===== config.mk =====
export PLATFORM = sky130hd
export DESIGN_NAME = ldrc_top
export DESIGN_NICKNAME = d
export VERILOG_FILES = /design/src/inc/ldrc_pkg.sv /design/src/logic/ldrc_top.sv /design/src/logic/ldrc_sync.sv
export VERILOG_INCLUDE_DIRS = /design/src /design/src/inc
export SDC_FILE = /design/constraint.sdc
export NUM_CORES = 1
export LEC_CHECK = 0
export ABC_AREA = 1
export BUFFER_PORTS_ARGS = -buffer_cell sky130_fd_sc_hd__buf_4
export CORE_ASPECT_RATIO = 0.9
export CORE_UTILIZATION = 63
export DETAILED_ROUTE_END_ITERATION = 10
export PLACE_DENSITY = 0.82
export SYNTH_ARGS = -nofsm -noshare
export SYNTH_HDL_FRONTEND = slang
export SYNTH_SLANG_ARGS = --single-unit

===== constraint.sdc =====
create_clock -name CLOCK_IN -period 3 [get_ports CLOCK_IN]
set_clock_uncertainty 0.05 [all_clocks]
set_input_delay 0.15 -clock CLOCK_IN [delete_from_list [all_inputs] [get_ports CLOCK_IN]]
set_output_delay 0.15 -clock CLOCK_IN [all_outputs]
set_load 0.005 [all_outputs]

===== src/inc/ldrc_regs.svh =====
// Purpose: Register map, fields, resets and timing of the rail control
// Assumes: 32-bit Avalon-MM words, byte addresses, 8-bit or 10-bit data in low bits
// Notes:   Rail index 0..9; the two low-noise rails sit at RF_A/RF_B
// Contract
// - Per-rail voltage setting, applied at once
// - Per-rail low-quiescent mode enable bit
// - Pulldown bit grounds output, ignored while enabled
// - Die-hot warning interrupts unless masked
// - Warning level selectable; shutdown forces off state
// - Rail uses time slot or enable pin
// - Seven request pins map to any rail
// - Low-noise rails force voltage bit five high
// - Power-good comparators shown in two status registers
// - Sequencing timed from internal 32 kHz oscillator
// - Off state: supplies off, reset held
`ifndef LDRC_REGS_SVH
`define LDRC_REGS_SVH

// Register byte offsets
`define LDRC_VSEL_BASE  7'h00
`define LDRC_ECO        7'h28
`define LDRC_PULLDOWN   7'h2c
`define LDRC_SW_EN      7'h30
`define LDRC_STATE      7'h34
`define LDRC_THERM_CFG  7'h38
`define LDRC_IRQ_STAT   7'h3c
`define LDRC_CFG_BASE   7'h40
`define LDRC_IRQ_MASK   7'h68
`define LDRC_PG_A       7'h6c
`define LDRC_PG_B       7'h70

// Rail configuration fields
`define LDRC_CFG_SLOT_LSB  0
`define LDRC_CFG_SEL_LSB   4
`define LDRC_CFG_PIN_BIT   7

// Interrupt status bits
`define LDRC_IRQ_HOT_BIT   0
`define LDRC_IRQ_SHUT_BIT  1

// Reset values
`define LDRC_VSEL_RST   6'h00
`define LDRC_CFG_RST    8'h00
`define LDRC_THERM_RST  2'h0
`define LDRC_MASK_RST   2'h3

// Timing
`define LDRC_LAST_SLOT   4'hf
`define LDRC_SLOT_TICKS  4

`endif


===== src/inc/ldrc_pkg.sv =====
// Purpose: Shared types of the rail control
// Assumes: Constants live in ldrc_regs.svh
// Notes:   Power state codes read back in the state register
package ldrc_pkg;

  // Power sequencer state
  typedef enum logic [1:0] {
    PWR_OFF    = 2'b00,
    PWR_UP     = 2'b01,
    PWR_ACTIVE = 2'b10,
    PWR_DOWN   = 2'b11
  } ldrc_state_type;

endpackage : ldrc_pkg


===== src/logic/ldrc_top.sv =====
// Purpose: Control of ten linear regulators: voltage, modes, sequencing
// Assumes: Avalon-MM slave, one wait state, analog sits outside
// Notes:   Oscillator, thermal, power-good and request pins are async
//
// Decided for this implementation: the Avalon-MM slave port and the placing of the registers.
`timescale 1ns/1ps
`include "ldrc_regs.svh"
module ldrc_top #(
  parameter int NRAIL      = 10,
  parameter int VW         = 6,
  parameter int NPIN       = 7,
  parameter int RF_A       = 3,
  parameter int RF_B       = 4,
  parameter int SLOT_TICKS = `LDRC_SLOT_TICKS
) (
  // Clock and reset
  input  wire logic              CLOCK_IN,
  input  wire logic              NRST_IN,
  // Avalon-MM slave
  input  wire logic [6:0]        ADDRESS_IN,
  input  wire logic              READ_IN,
  input  wire logic              WRITE_IN,
  input  wire logic [3:0]        BYTEENABLE_IN,
  input  wire logic [31:0]       WRITEDATA_IN,
  output logic      [31:0]       READDATA_OUT,
  output logic                   WAITREQUEST_OUT,
  // Asynchronous device inputs
  input  wire logic              OSC32K_IN,
  input  wire logic              POWER_ON_IN,
  input  wire logic              DIE_HOT_WARNING_IN,
  input  wire logic              THERM_SHUTDOWN_IN,
  input  wire logic [NPIN-1:0]   REQUEST_PINS_IN,
  input  wire logic [NRAIL-1:0]  RAIL_OK_IN,
  // Regulator controls
  output logic [NRAIL-1:0]       RAIL_ENABLE_OUT,
  output logic [NRAIL-1:0]       LOW_QUIESCENT_OUT,
  output logic [NRAIL-1:0]       OUTPUT_PULLDOWN_OUT,
  output logic [NRAIL*VW-1:0]    VSEL_OUT,
  output logic [1:0]             THERM_LEVEL_OUT,
  // System
  output logic                   POWER_ON_RESET_N_OUT,
  output logic                   IRQ_OUT
);

  // Synchronised inputs
  logic              osc_s, pwr_s, hot_s, shut_s;
  logic [NPIN-1:0]   pin_s;
  logic [NRAIL-1:0]  ok_s;

  ldrc_sync #(
    .W(NRAIL + NPIN + 4)
  ) u_sync (
    .clk_in  (CLOCK_IN),
    .nrst_in (NRST_IN),
    .d_in    ({OSC32K_IN, POWER_ON_IN, DIE_HOT_WARNING_IN,
                THERM_SHUTDOWN_IN, REQUEST_PINS_IN, RAIL_OK_IN}),
    .q_out   ({osc_s, pwr_s, hot_s, shut_s, pin_s, ok_s})
  );

  // Word hit within a block of registers
  function automatic logic hit(input logic [6:0] a, input logic [6:0] base,
                               input int n);
    hit = (a[6:2] >= base[6:2]) && (int'(a[6:2]) < int'(base[6:2]) + n);
  endfunction : hit

  // Index within a block of registers
  function automatic int unsigned idx(input logic [6:0] a, input logic [6:0] base);
    idx = int'(a[6:2]) - int'(base[6:2]);
  endfunction : idx

  // Bus state
  logic        wreq_q, wreq_d;
  logic [31:0] rdata_q, rdata_d;
  logic        req, wr_now;
  logic [7:0]  wd;

  // Control registers
  logic [VW-1:0]    vsel_q [NRAIL];
  logic [VW-1:0]    vsel_d [NRAIL];
  logic [7:0]       cfg_q  [NRAIL];
  logic [7:0]       cfg_d  [NRAIL];
  logic [NRAIL-1:0] eco_q, eco_d, pd_q, pd_d, swen_q, swen_d;
  logic [1:0]       therm_q, therm_d, stat_q, stat_d, mask_q, mask_d;

  // Sequencer
  ldrc_pkg::ldrc_state_type st_q, st_d;
  logic [3:0]       slot_q, slot_d;
  logic [3:0]       tick_q, tick_d;
  logic             osc_prev_q;
  logic             tick_end;

  // Output registers
  logic [NRAIL-1:0]    en_q, en_d, lq_q, lq_d, pdo_q, pdo_d;
  logic [NRAIL*VW-1:0] vo_q, vo_d;
  logic                porn_q, porn_d, irq_q, irq_d;

  // Request decode; write commits on the edge waitrequest is low
  always_comb begin
    req    = READ_IN | WRITE_IN;
    wr_now = WRITE_IN & ~wreq_q & BYTEENABLE_IN[0];
    wd     = WRITEDATA_IN[7:0];
    wreq_d = ~(req & wreq_q);
  end

  // Read mux, captured during the wait cycle
  always_comb begin
    rdata_d = rdata_q;
    if (READ_IN && wreq_q) begin
      rdata_d = 32'h0;
      if (hit(ADDRESS_IN, `LDRC_VSEL_BASE, NRAIL)) begin
        rdata_d[VW-1:0] = vsel_q[idx(ADDRESS_IN, `LDRC_VSEL_BASE)];
      end else if (hit(ADDRESS_IN, `LDRC_CFG_BASE, NRAIL)) begin
        rdata_d[7:0] = cfg_q[idx(ADDRESS_IN, `LDRC_CFG_BASE)];
      end else begin
        case (ADDRESS_IN)
          `LDRC_ECO:       rdata_d[NRAIL-1:0] = eco_q;
          `LDRC_PULLDOWN:  rdata_d[NRAIL-1:0] = pd_q;
          `LDRC_SW_EN:     rdata_d[NRAIL-1:0] = swen_q;
          `LDRC_STATE:     rdata_d[5:0]       = {st_q, slot_q};
          `LDRC_THERM_CFG: rdata_d[1:0]       = therm_q;
          `LDRC_IRQ_STAT:  rdata_d[1:0]       = stat_q;
          `LDRC_IRQ_MASK:  rdata_d[1:0]       = mask_q;
          `LDRC_PG_A:      rdata_d[7:0]       = ok_s[7:0];
          `LDRC_PG_B:      rdata_d[NRAIL-9:0] = ok_s[NRAIL-1:8];
          default:         rdata_d            = 32'h0;
        endcase
      end
    end
  end

  // Software writes
  always_comb begin
    vsel_d  = vsel_q;
    cfg_d   = cfg_q;
    eco_d   = eco_q;
    pd_d    = pd_q;
    swen_d  = swen_q;
    therm_d = therm_q;
    mask_d  = mask_q;
    if (wr_now) begin
      if (hit(ADDRESS_IN, `LDRC_VSEL_BASE, NRAIL)) begin
        vsel_d[idx(ADDRESS_IN, `LDRC_VSEL_BASE)] = wd[VW-1:0];
      end else if (hit(ADDRESS_IN, `LDRC_CFG_BASE, NRAIL)) begin
        cfg_d[idx(ADDRESS_IN, `LDRC_CFG_BASE)] = wd;
      end else begin
        case (ADDRESS_IN)
          `LDRC_ECO:       eco_d   = WRITEDATA_IN[NRAIL-1:0];
          `LDRC_PULLDOWN:  pd_d    = WRITEDATA_IN[NRAIL-1:0];
          `LDRC_SW_EN:     swen_d  = WRITEDATA_IN[NRAIL-1:0];
          `LDRC_THERM_CFG: therm_d = wd[1:0];
          `LDRC_IRQ_MASK:  mask_d  = wd[1:0];
          default:         ;
        endcase
      end
    end
  end

  // Sticky events; a set in the clearing cycle wins
  always_comb begin
    stat_d = stat_q;
    if (wr_now && ADDRESS_IN == `LDRC_IRQ_STAT) begin
      stat_d = stat_q & ~wd[1:0];
    end
    if (hot_s) begin
      stat_d[`LDRC_IRQ_HOT_BIT] = 1'b1;
    end
    if (shut_s) begin
      stat_d[`LDRC_IRQ_SHUT_BIT] = 1'b1;
    end
    irq_d = |(stat_d & ~mask_q);
  end

  // Slot timing from the 32 kHz oscillator
  always_comb begin
    tick_end = 1'b0;
    tick_d   = tick_q;
    if (st_q == ldrc_pkg::PWR_OFF || st_q == ldrc_pkg::PWR_ACTIVE) begin
      tick_d = 4'h0;
    end else if (osc_s && !osc_prev_q) begin
      if (int'(tick_q) >= SLOT_TICKS - 1) begin
        tick_end = 1'b1;
        tick_d   = 4'h0;
      end else begin
        tick_d = tick_q + 4'h1;
      end
    end
  end

  // Power sequencer
  always_comb begin
    st_d   = st_q;
    slot_d = slot_q;
    case (st_q)
      ldrc_pkg::PWR_OFF: begin
        slot_d = 4'h0;
        if (pwr_s) begin
          st_d = ldrc_pkg::PWR_UP;
        end
      end
      ldrc_pkg::PWR_UP: begin
        if (!pwr_s) begin
          st_d = ldrc_pkg::PWR_DOWN;
        end else if (tick_end) begin
          if (slot_q == `LDRC_LAST_SLOT) begin
            st_d = ldrc_pkg::PWR_ACTIVE;
          end else begin
            slot_d = slot_q + 4'h1;
          end
        end
      end
      ldrc_pkg::PWR_ACTIVE: begin
        slot_d = `LDRC_LAST_SLOT;
        if (!pwr_s) begin
          st_d = ldrc_pkg::PWR_DOWN;
        end
      end
      ldrc_pkg::PWR_DOWN: begin
        if (tick_end) begin
          if (slot_q == 4'h0) begin
            st_d = ldrc_pkg::PWR_OFF;
          end else begin
            slot_d = slot_q - 4'h1;
          end
        end
      end
      default: begin
        st_d   = ldrc_pkg::PWR_OFF;
        slot_d = 4'h0;
      end
    endcase
    if (shut_s) begin
      st_d   = ldrc_pkg::PWR_OFF;
      slot_d = 4'h0;
    end
  end

  // Per-rail enable, modes, pulldown and voltage outputs
  always_comb begin
    logic [3:0] s;
    logic [2:0] p;
    logic       live;
    s     = 4'h0;
    p     = 3'h0;
    live  = (st_q != ldrc_pkg::PWR_OFF) && !shut_s && (st_d != ldrc_pkg::PWR_OFF);
    en_d  = '0;
    lq_d  = '0;
    pdo_d = '0;
    vo_d  = '0;
    for (int i = 0; i < NRAIL; i++) begin
      s = cfg_q[i][`LDRC_CFG_SLOT_LSB +: 4];
      p = cfg_q[i][`LDRC_CFG_SEL_LSB +: 3];
      if (live) begin
        if (cfg_q[i][`LDRC_CFG_PIN_BIT]) begin
          en_d[i] = (int'(p) < NPIN) ? pin_s[p] : 1'b0;
        end else begin
          en_d[i] = swen_q[i] | ((s != 4'h0) && (s <= slot_q));
        end
      end
      lq_d[i]  = eco_q[i] & en_d[i];
      pdo_d[i] = pd_q[i] & ~en_d[i];
      vo_d[i*VW +: VW] = vsel_q[i];
      if (i == RF_A || i == RF_B) begin
        vo_d[i*VW + VW - 1] = 1'b1;
      end
    end
    porn_d = live;
  end

  // Bus registers
  always_ff @(posedge CLOCK_IN or negedge NRST_IN) begin
    if (!NRST_IN) begin
      wreq_q  <= 1'b1;
      rdata_q <= 32'h0;
    end else begin
      wreq_q  <= wreq_d;
      rdata_q <= rdata_d;
    end
  end

  // Control registers
  always_ff @(posedge CLOCK_IN or negedge NRST_IN) begin
    if (!NRST_IN) begin
      for (int i = 0; i < NRAIL; i++) begin
        vsel_q[i] <= `LDRC_VSEL_RST;
        cfg_q[i]  <= `LDRC_CFG_RST;
      end
      eco_q   <= '0;
      pd_q    <= '0;
      swen_q  <= '0;
      therm_q <= `LDRC_THERM_RST;
      mask_q  <= `LDRC_MASK_RST;
      stat_q  <= 2'h0;
    end else begin
      vsel_q  <= vsel_d;
      cfg_q   <= cfg_d;
      eco_q   <= eco_d;
      pd_q    <= pd_d;
      swen_q  <= swen_d;
      therm_q <= therm_d;
      mask_q  <= mask_d;
      stat_q  <= stat_d;
    end
  end

  // Sequencer registers
  always_ff @(posedge CLOCK_IN or negedge NRST_IN) begin
    if (!NRST_IN) begin
      st_q       <= ldrc_pkg::PWR_OFF;
      slot_q     <= 4'h0;
      tick_q     <= 4'h0;
      osc_prev_q <= 1'b0;
    end else begin
      st_q       <= st_d;
      slot_q     <= slot_d;
      tick_q     <= tick_d;
      osc_prev_q <= osc_s;
    end
  end

  // Output registers
  always_ff @(posedge CLOCK_IN or negedge NRST_IN) begin
    if (!NRST_IN) begin
      en_q   <= '0;
      lq_q   <= '0;
      pdo_q  <= '0;
      vo_q   <= '0;
      porn_q <= 1'b0;
      irq_q  <= 1'b0;
    end else begin
      en_q   <= en_d;
      lq_q   <= lq_d;
      pdo_q  <= pdo_d;
      vo_q   <= vo_d;
      porn_q <= porn_d;
      irq_q  <= irq_d;
    end
  end

  // Ports from flip-flops
  assign READDATA_OUT         = rdata_q;
  assign WAITREQUEST_OUT      = wreq_q;
  assign RAIL_ENABLE_OUT      = en_q;
  assign LOW_QUIESCENT_OUT    = lq_q;
  assign OUTPUT_PULLDOWN_OUT  = pdo_q;
  assign VSEL_OUT             = vo_q;
  assign THERM_LEVEL_OUT      = therm_q;
  assign POWER_ON_RESET_N_OUT = porn_q;
  assign IRQ_OUT              = irq_q;

endmodule : ldrc_top


===== src/logic/ldrc_sync.sv =====
// Purpose: Three-stage synchroniser with agreement filter
// Assumes: Inputs asynchronous to clk_in
// Notes:   Output moves only when stages two and three agree
`timescale 1ns/1ps
module ldrc_sync #(
  parameter int W = 1
) (
  // Clock and reset
  input  wire logic         clk_in,
  input  wire logic         nrst_in,
  // Data
  input  wire logic [W-1:0] d_in,
  output logic      [W-1:0] q_out
);

  logic [W-1:0] s1_q, s2_q, s3_q, o_q;
  logic [W-1:0] o_d;

  // Take new value per bit only on agreement
  always_comb begin
    for (int i = 0; i < W; i++) begin
      o_d[i] = (s2_q[i] == s3_q[i]) ? s3_q[i] : o_q[i];
    end
  end

  // Stages
  always_ff @(posedge clk_in or negedge nrst_in) begin
    if (!nrst_in) begin
      s1_q <= '0;
      s2_q <= '0;
      s3_q <= '0;
      o_q  <= '0;
    end else begin
      s1_q <= d_in;
      s2_q <= s1_q;
      s3_q <= s2_q;
      o_q  <= o_d;
    end
  end

  assign q_out = o_q;

endmodule : ldrc_sync


==> results_dict.tcl, run 1 <==
set metrics [dict create \
    status "finished clean" \
    dpl.hpwl_um 29300 \
    drv_slew 0 \
    fin_crit_sh_pct 81.3 \
    min_period_ps 2440 \
    grt_usage_pct 34.3 \
    grt_pass1_wl_um 70000 \
    ctsResizeCount 0 \
    synth_flop_cell "dfrtp_1" \
    final_cells 2443 \
    vdd_ir_drop_max_v 0.000443 \
    power_switching_mw 3.20 \
    portBuffers 147 \
    whs_ps 116 \
    tns_ps 0 \
    worstSetupPathType "register to register" \
    arrival_ps 2800 \
    fin_util_pct 75.5 \
    synth-edff-count 0 \
    internal-power_mw 8.65 \
    drv_cap 0 \
    use_met2_pct 54.3 \
    areaGrowthSynthToFinish_pct 16.8 \
    dieHeight_um 155 \
    rsz0062_at_grt "no" \
    grt_use_met1_pct 47.5 \
    dp.cells 2353 \
    grt_pass1_vias 13475 \
    syn_inst 1915 \
    avgRoutedWirePerCell_um 18.0 \
    async_flop_share_pct 100 \
    busiest_layer "met2" \
    avgSynthCellArea_um2 8.57 \
    synth_cell_type_count 34 \
    synth-seq-area-share_pct 56.9 \
    pwr-share-clk_pct 39.1 \
    power_mw 11.9 \
    cts_buffer_depth 3 \
    antenna_cells 0 \
    via_per_inst 5.63 \
    root_buffer "clkbuf_16" \
    layout_common_cells "655 x nand2_1, 370 x dfrtp_1, 204 x o21ai_0" \
    max_stage_delay_ps 510 \
    fin_area_um2 19200 \
    wirelength_um 44100 \
    insertion_delay_ps 520 \
    place_congestion 1.00 \
    worst_path_max_delay_cell "nand2_1" \
    antenna_left 0 \
    relSlewSlack_pct 31.6 \
    start_kind "register" \
    pin_count 195 \
    worstPathCellList "nor2_1 -> inv_1 -> nor3_4 -> nand2_1 -> o21ai_0" \
    rows 55 \
    end_kind "register" \
    seq_power_share_pct 47.0 \
    hold_path_class "input pin to register" \
    powerDensity_nw_per_um2 618 \
    path_max_fanout 16 \
    placed_area_um2 17700 \
    p_comb_share_pct 14.0 \
    ys_warn_count 0 \
    met3_usage_pct 6.00 \
    pre_cts_ws_ps 646 \
    coreArea_um2 25400 \
    start_util_pct 64.7 \
    route.detailed.drc 0 \
    crit_required_ps 3360 \
    num_vias 13766 \
    antenna_found_initial 0 \
    clkSlewWorstSetupHoldPaths_ps 60 \
    clock-sinks 373 \
    nFillCells 1777 \
    cts_tree "built" \
    switching_share_pct 27.0 \
    first_iter_violations 1731 \
    ys_ff_latch 373 \
    syn_area_um2 16400 \
    die-area_um2 26700 \
    worst_slew_pin_slew_ps 1020 \
    final_hold_viol_count 0 \
    numCtsBuffers 37 \
    layout.nets 2188 \
    setup_ws_ps 561 \
    p_leak_nw 9.79 \
    grt_max_degree 98 \
    gr-total-overflow 0 \
    die_w_um 172 \
    drive_gt1_share_pct 11.2 \
    drt_first_pass_iters 6 \
    fmax_mhz 410 \
    htree_num_levels 2 \
    setup_viol 0 \
    layout_commonest_cell "nand2_1" \
]
sequential cells by signal, indices dropped and copies added, names as in the netlist, 21 cells and up:
| signal | flops |
|---|---|
| cfg_q | 80 |
| VSEL_OUT | 59 |
| vo_d | 58 |
| u_sync.q_out | 21 |
| u_sync.s1_q | 21 |
| u_sync.s2_q | 21 |
| u_sync.s3_q | 21 |
final timing paths:
check	from	to	slack, ps	cells past startpoint
max	WAITREQUEST_OUT$_DFF_PN1_	cfg_q[66]$_DFFE_PN0P_	560	5
min in group asynchronous	NRST_IN	VSEL_OUT[34]$_DFF_PN0_	200	2
min reg2reg	u_sync.s1_q[7]$_DFF_PN0_	u_sync.s2_q[7]$_DFF_PN0_	290	0
max reg2reg	WAITREQUEST_OUT$_DFF_PN1_	cfg_q[66]$_DFFE_PN0P_	560	5
min	WRITEDATA_IN[7]	pd_q[7]$_DFFE_PN0P_	120	3
max in group asynchronous	NRST_IN	mask_q[1]$_DFFE_PN1P_	1800	3
timing repair:
item                      in CTS  in global routing
hold endpoints to repair     120                  0
hold buffers                  26                  0
buffers inserted               0                  0
synth_stat cells, types with 2 or more instances:
cell | n | share of area (%)
nand2_1 | 655 | 15
dfrtp_1 | 370 | 56
o21ai_0 | 204 | 6.2
inv_1 | 190 | 4.3
nor2_1 | 130 | 3.0
nand3_1 | 118 | 3.6
ha_1 | 43 | 3.3
a21oi_1 | 31 | 0.94
clkbuf_1 | 31 | 0.71
buf_4 | 24 | 1.1
buf_2 | 22 | 0.67
maj3_1 | 21 | 1.3
nand4_1 | 21 | 0.80
nor3_1 | 12 | 0.37
buf_6 | 10 | 0.69
clkinv_1 | 7 | 0.16
dfstp_2 | 3 | 0.48
nor2_2 | 3 | 0.11
conb_1 | 2 | 0.046
nand2_2 | 2 | 0.076
or2_2 | 2 | 0.076
xor2_1 | 2 | 0.11
routing by layer:
metal	vias up	wire length [um]
met5	-	0
li1	6313	-
met4	0	1610
met1	6487	17900
met3	138	4280
met2	828	20300
layout make-up:
class | count | area, um2 | area share [%]
sequential | 373 | 9340 | 48.7
multi-input combinational | 1277 | 5890 | 30.7
timing repair buffer | 189 | 1550 | 8.10
clock buffer | 51 | 1060 | 5.52
inverter | 198 | 743 | 3.88
tap | 342 | 428 | 2.23
clock inverter | 13 | 160 | 0.835
cell families after synthesis:
kind of cell / synth area share [%]
fa+ha+maj: 4.68
simple gates: 23.2
xor+xnor: 0.107
other cells: 0.0457
flops: 56.9
compound gates: 7.36
buf+inv: 7.71
critical path: cells and delay by family, from the launching register on:
kind / cells / cell delay [ps]
and+or+nand+nor: 3 / 1330
DFF: 1 / 380
AOI/OAI and AO/OA: 1 / 360
buffers and inverters: 1 / 200
power by group through the flow:
| stage | clock network (mW) | logic, mW | registers [mW] |
|---|---|---|---|
| final | 4.63 | 1.66 | 5.57 |
| after global routing | 4.88 | 1.87 | 5.59 |
| after CTS | 4.67 | 1.63 | 5.56 |
| after detailed placement | 0 | 1.58 | 5.64 |
| after global placement | 0 | 1.51 | 5.63 |
| after floorplan | 0 | 0.993 | 5.56 |
(Power assumes the default switching activity.)
==> run 2: changes to the inputs <==
CORE_UTILIZATION = 53   (was 63)
PLACE_DENSITY = 0.73   (was 0.82)
clock period = 2 ns   (was 3 ns; I/O delays follow)
==> results_dict.tcl, run 2 (synthesis gave the netlist of run 1 again) <==
set metrics [dict create \
    drt_first_pass_iters 7 \
    dpl.hpwl_um 31200 \
    layout_commonest_cell "nand2_1" \
    root_buffer "clkbuf_16" \
    start_kind "register" \
    first_iter_violations 1225 \
    fin_util_pct 66.4 \
    drv_cap 0 \
    grt_pass1_vias 13241 \
    largest_reg_flops 80 \
    numCtsBuffers 39 \
    pin_count 195 \
    clock-sinks 373 \
    start_util_pct 54.4 \
    worst_path_max_delay_cell "dfrtp_1" \
    r2r_slack_ps 100 \
    status "finished clean" \
    rsz0062_at_grt "yes" \
    htree_num_levels 2 \
    antenna_left 0 \
    max_stage_delay_ps 360 \
    insertion_delay_ps 530 \
    drv_slew 0 \
    switching_share_pct 27.1 \
    worstSetupPathType "register to register" \
    avgRoutedWirePerCell_um 17.1 \
    grt_usage_pct 28.4 \
    antenna_found_initial 0 \
    whs_ps 20.2 \
    internal-power_mw 13.2 \
    via_per_inst 5.30 \
    coreArea_um2 30200 \
    gr-total-overflow 0 \
    p_comb_share_pct 15.4 \
    crit_required_ps 2360 \
    arrival_ps 2260 \
    hold_path_class "input pin to async pin" \
    drive_gt1_share_pct 14.9 \
    areaGrowthSynthToFinish_pct 22.0 \
    die_w_um 188 \
    critPathBufInv 3 \
    setup_ws_ps 99.9 \
    place_congestion 1.00 \
    relSlewSlack_pct 62.3 \
    num_vias 13694 \
    antenna_cells 0 \
    seq_power_share_pct 46.0 \
    portBuffers 147 \
    layout_common_cells "653 x nand2_1, 370 x dfrtp_1, 221 x buf_4" \
    vdd_ir_drop_max_v 0.000565 \
    grt_max_degree 87 \
    route.detailed.drc 0 \
    power_mw 18.1 \
    post_cts_buffers 0 \
    pre_cts_ws_ps 88.8 \
    end_kind "register" \
    fmax_mhz 526 \
    cts_buffer_depth 3 \
    crit_top_cell "nand2_1" \
    die-area_um2 31700 \
    powerDensity_nw_per_um2 901 \
    tns_ps 0 \
    layout.nets 2266 \
    setup_viol 0 \
    power_switching_mw 4.90 \
    largest-register "cfg_q" \
    worstPathCellList "clkinv_1 -> nand2_1 -> nand3_1 -> nand2_1 -> nand2_1 -> nand3_1 -> nand2_1 -> inv_1 -> nand3_1 -> nand2_1 -> inv_1" \
    final_hold_viol_count 0 \
    dieHeight_um 169 \
    clkSlewWorstSetupHoldPaths_ps 60 \
    cts_tree "built" \
    rows 60 \
    wirelength_um 44200 \
    crit_family "simple AND/OR/NAND/NOR gates" \
    p_leak_nw 10.2 \
    min_period_ps 1900 \
    path_max_fanout 10 \
    pwr-share-clk_pct 38.6 \
    grt_pass1_wl_um 70600 \
    fin_crit_sh_pct 95.0 \
    worst_slew_pin_slew_ps 564 \
]
[run 2: metrics by stage]
step           std cells  cell area (um2)
2_1_floorplan       1936            16500
3_3_place_gp        2488            18500
3_5_place_dp        2488            18500
4_1_cts             2585            20000
5_1_grt             2585            20000
6_report            2585            20000
[run 2: power groups by stage]
stage / clock, mW / combinational (mW) / sequential (mW)
detailed placement: 0 / 2.66 / 8.43
global route: 7.40 / 3.12 / 8.36
global placement: 0 / 2.57 / 8.42
finish: 6.97 / 2.78 / 8.32
floorplan: 0 / 1.49 / 8.34
CTS: 7.09 / 2.73 / 8.30
[run 2: path summary, 6_finish.rpt]
| check | cells after the start | from | endpoint |
|---|---|---|---|
| worst min register to register | 0 | u_sync.s1_q[19]$_DFF_PN0_ | u_sync.s2_q[19]$_DFF_PN0_ |
| worst max-delay path | 11 | u_sync.q_out[16]$_DFFE_PN0N_ | OUTPUT_PULLDOWN_OUT[1]$_DFF_PN0_ |
| worst min-delay path | 2 | NRST_IN | VSEL_OUT[34]$_DFF_PN0_ |
| max in group asynchronous | 3 | NRST_IN | RAIL_ENABLE_OUT[1]$_DFF_PN0_ |
| worst max register to register | 11 | u_sync.q_out[16]$_DFFE_PN0N_ | OUTPUT_PULLDOWN_OUT[1]$_DFF_PN0_ |
| min in group CLOCK_IN | 4 | WRITEDATA_IN[5] | eco_q[5]$_DFFE_PN0P_ |
[run 2: what timing repair did]
action                     in CTS  in global routing
gates resized for setup         0                 16
hold buffers                   28                  0
hold endpoints to repair      401                  0
setup endpoints to repair       0                 94
[run 2: cell type report]
class | count | area, um2
fillers | 2423 | 10100
flip-flops and latches | 373 | 9340
clock inverters | 12 | 113
well taps | 403 | 504
clock buffers | 57 | 1130
repair buffers | 265 | 2250
inverters | 198 | 751
multi-input cells | 1277 | 5940
[run 2: per-layer routing]
| layer | up-vias | part of all wire (%) | GRT usage, % |
|---|---|---|---|
| li1 | 6473 | - | - |
| met1 | 6561 | 43 | 41.1 |
| met2 | 568 | 46 | 45.1 |
| met3 | 92 | 7.7 | 3.71 |
| met4 | 0 | 2.6 | 8.59 |
| met5 | - | 0 | 0 |
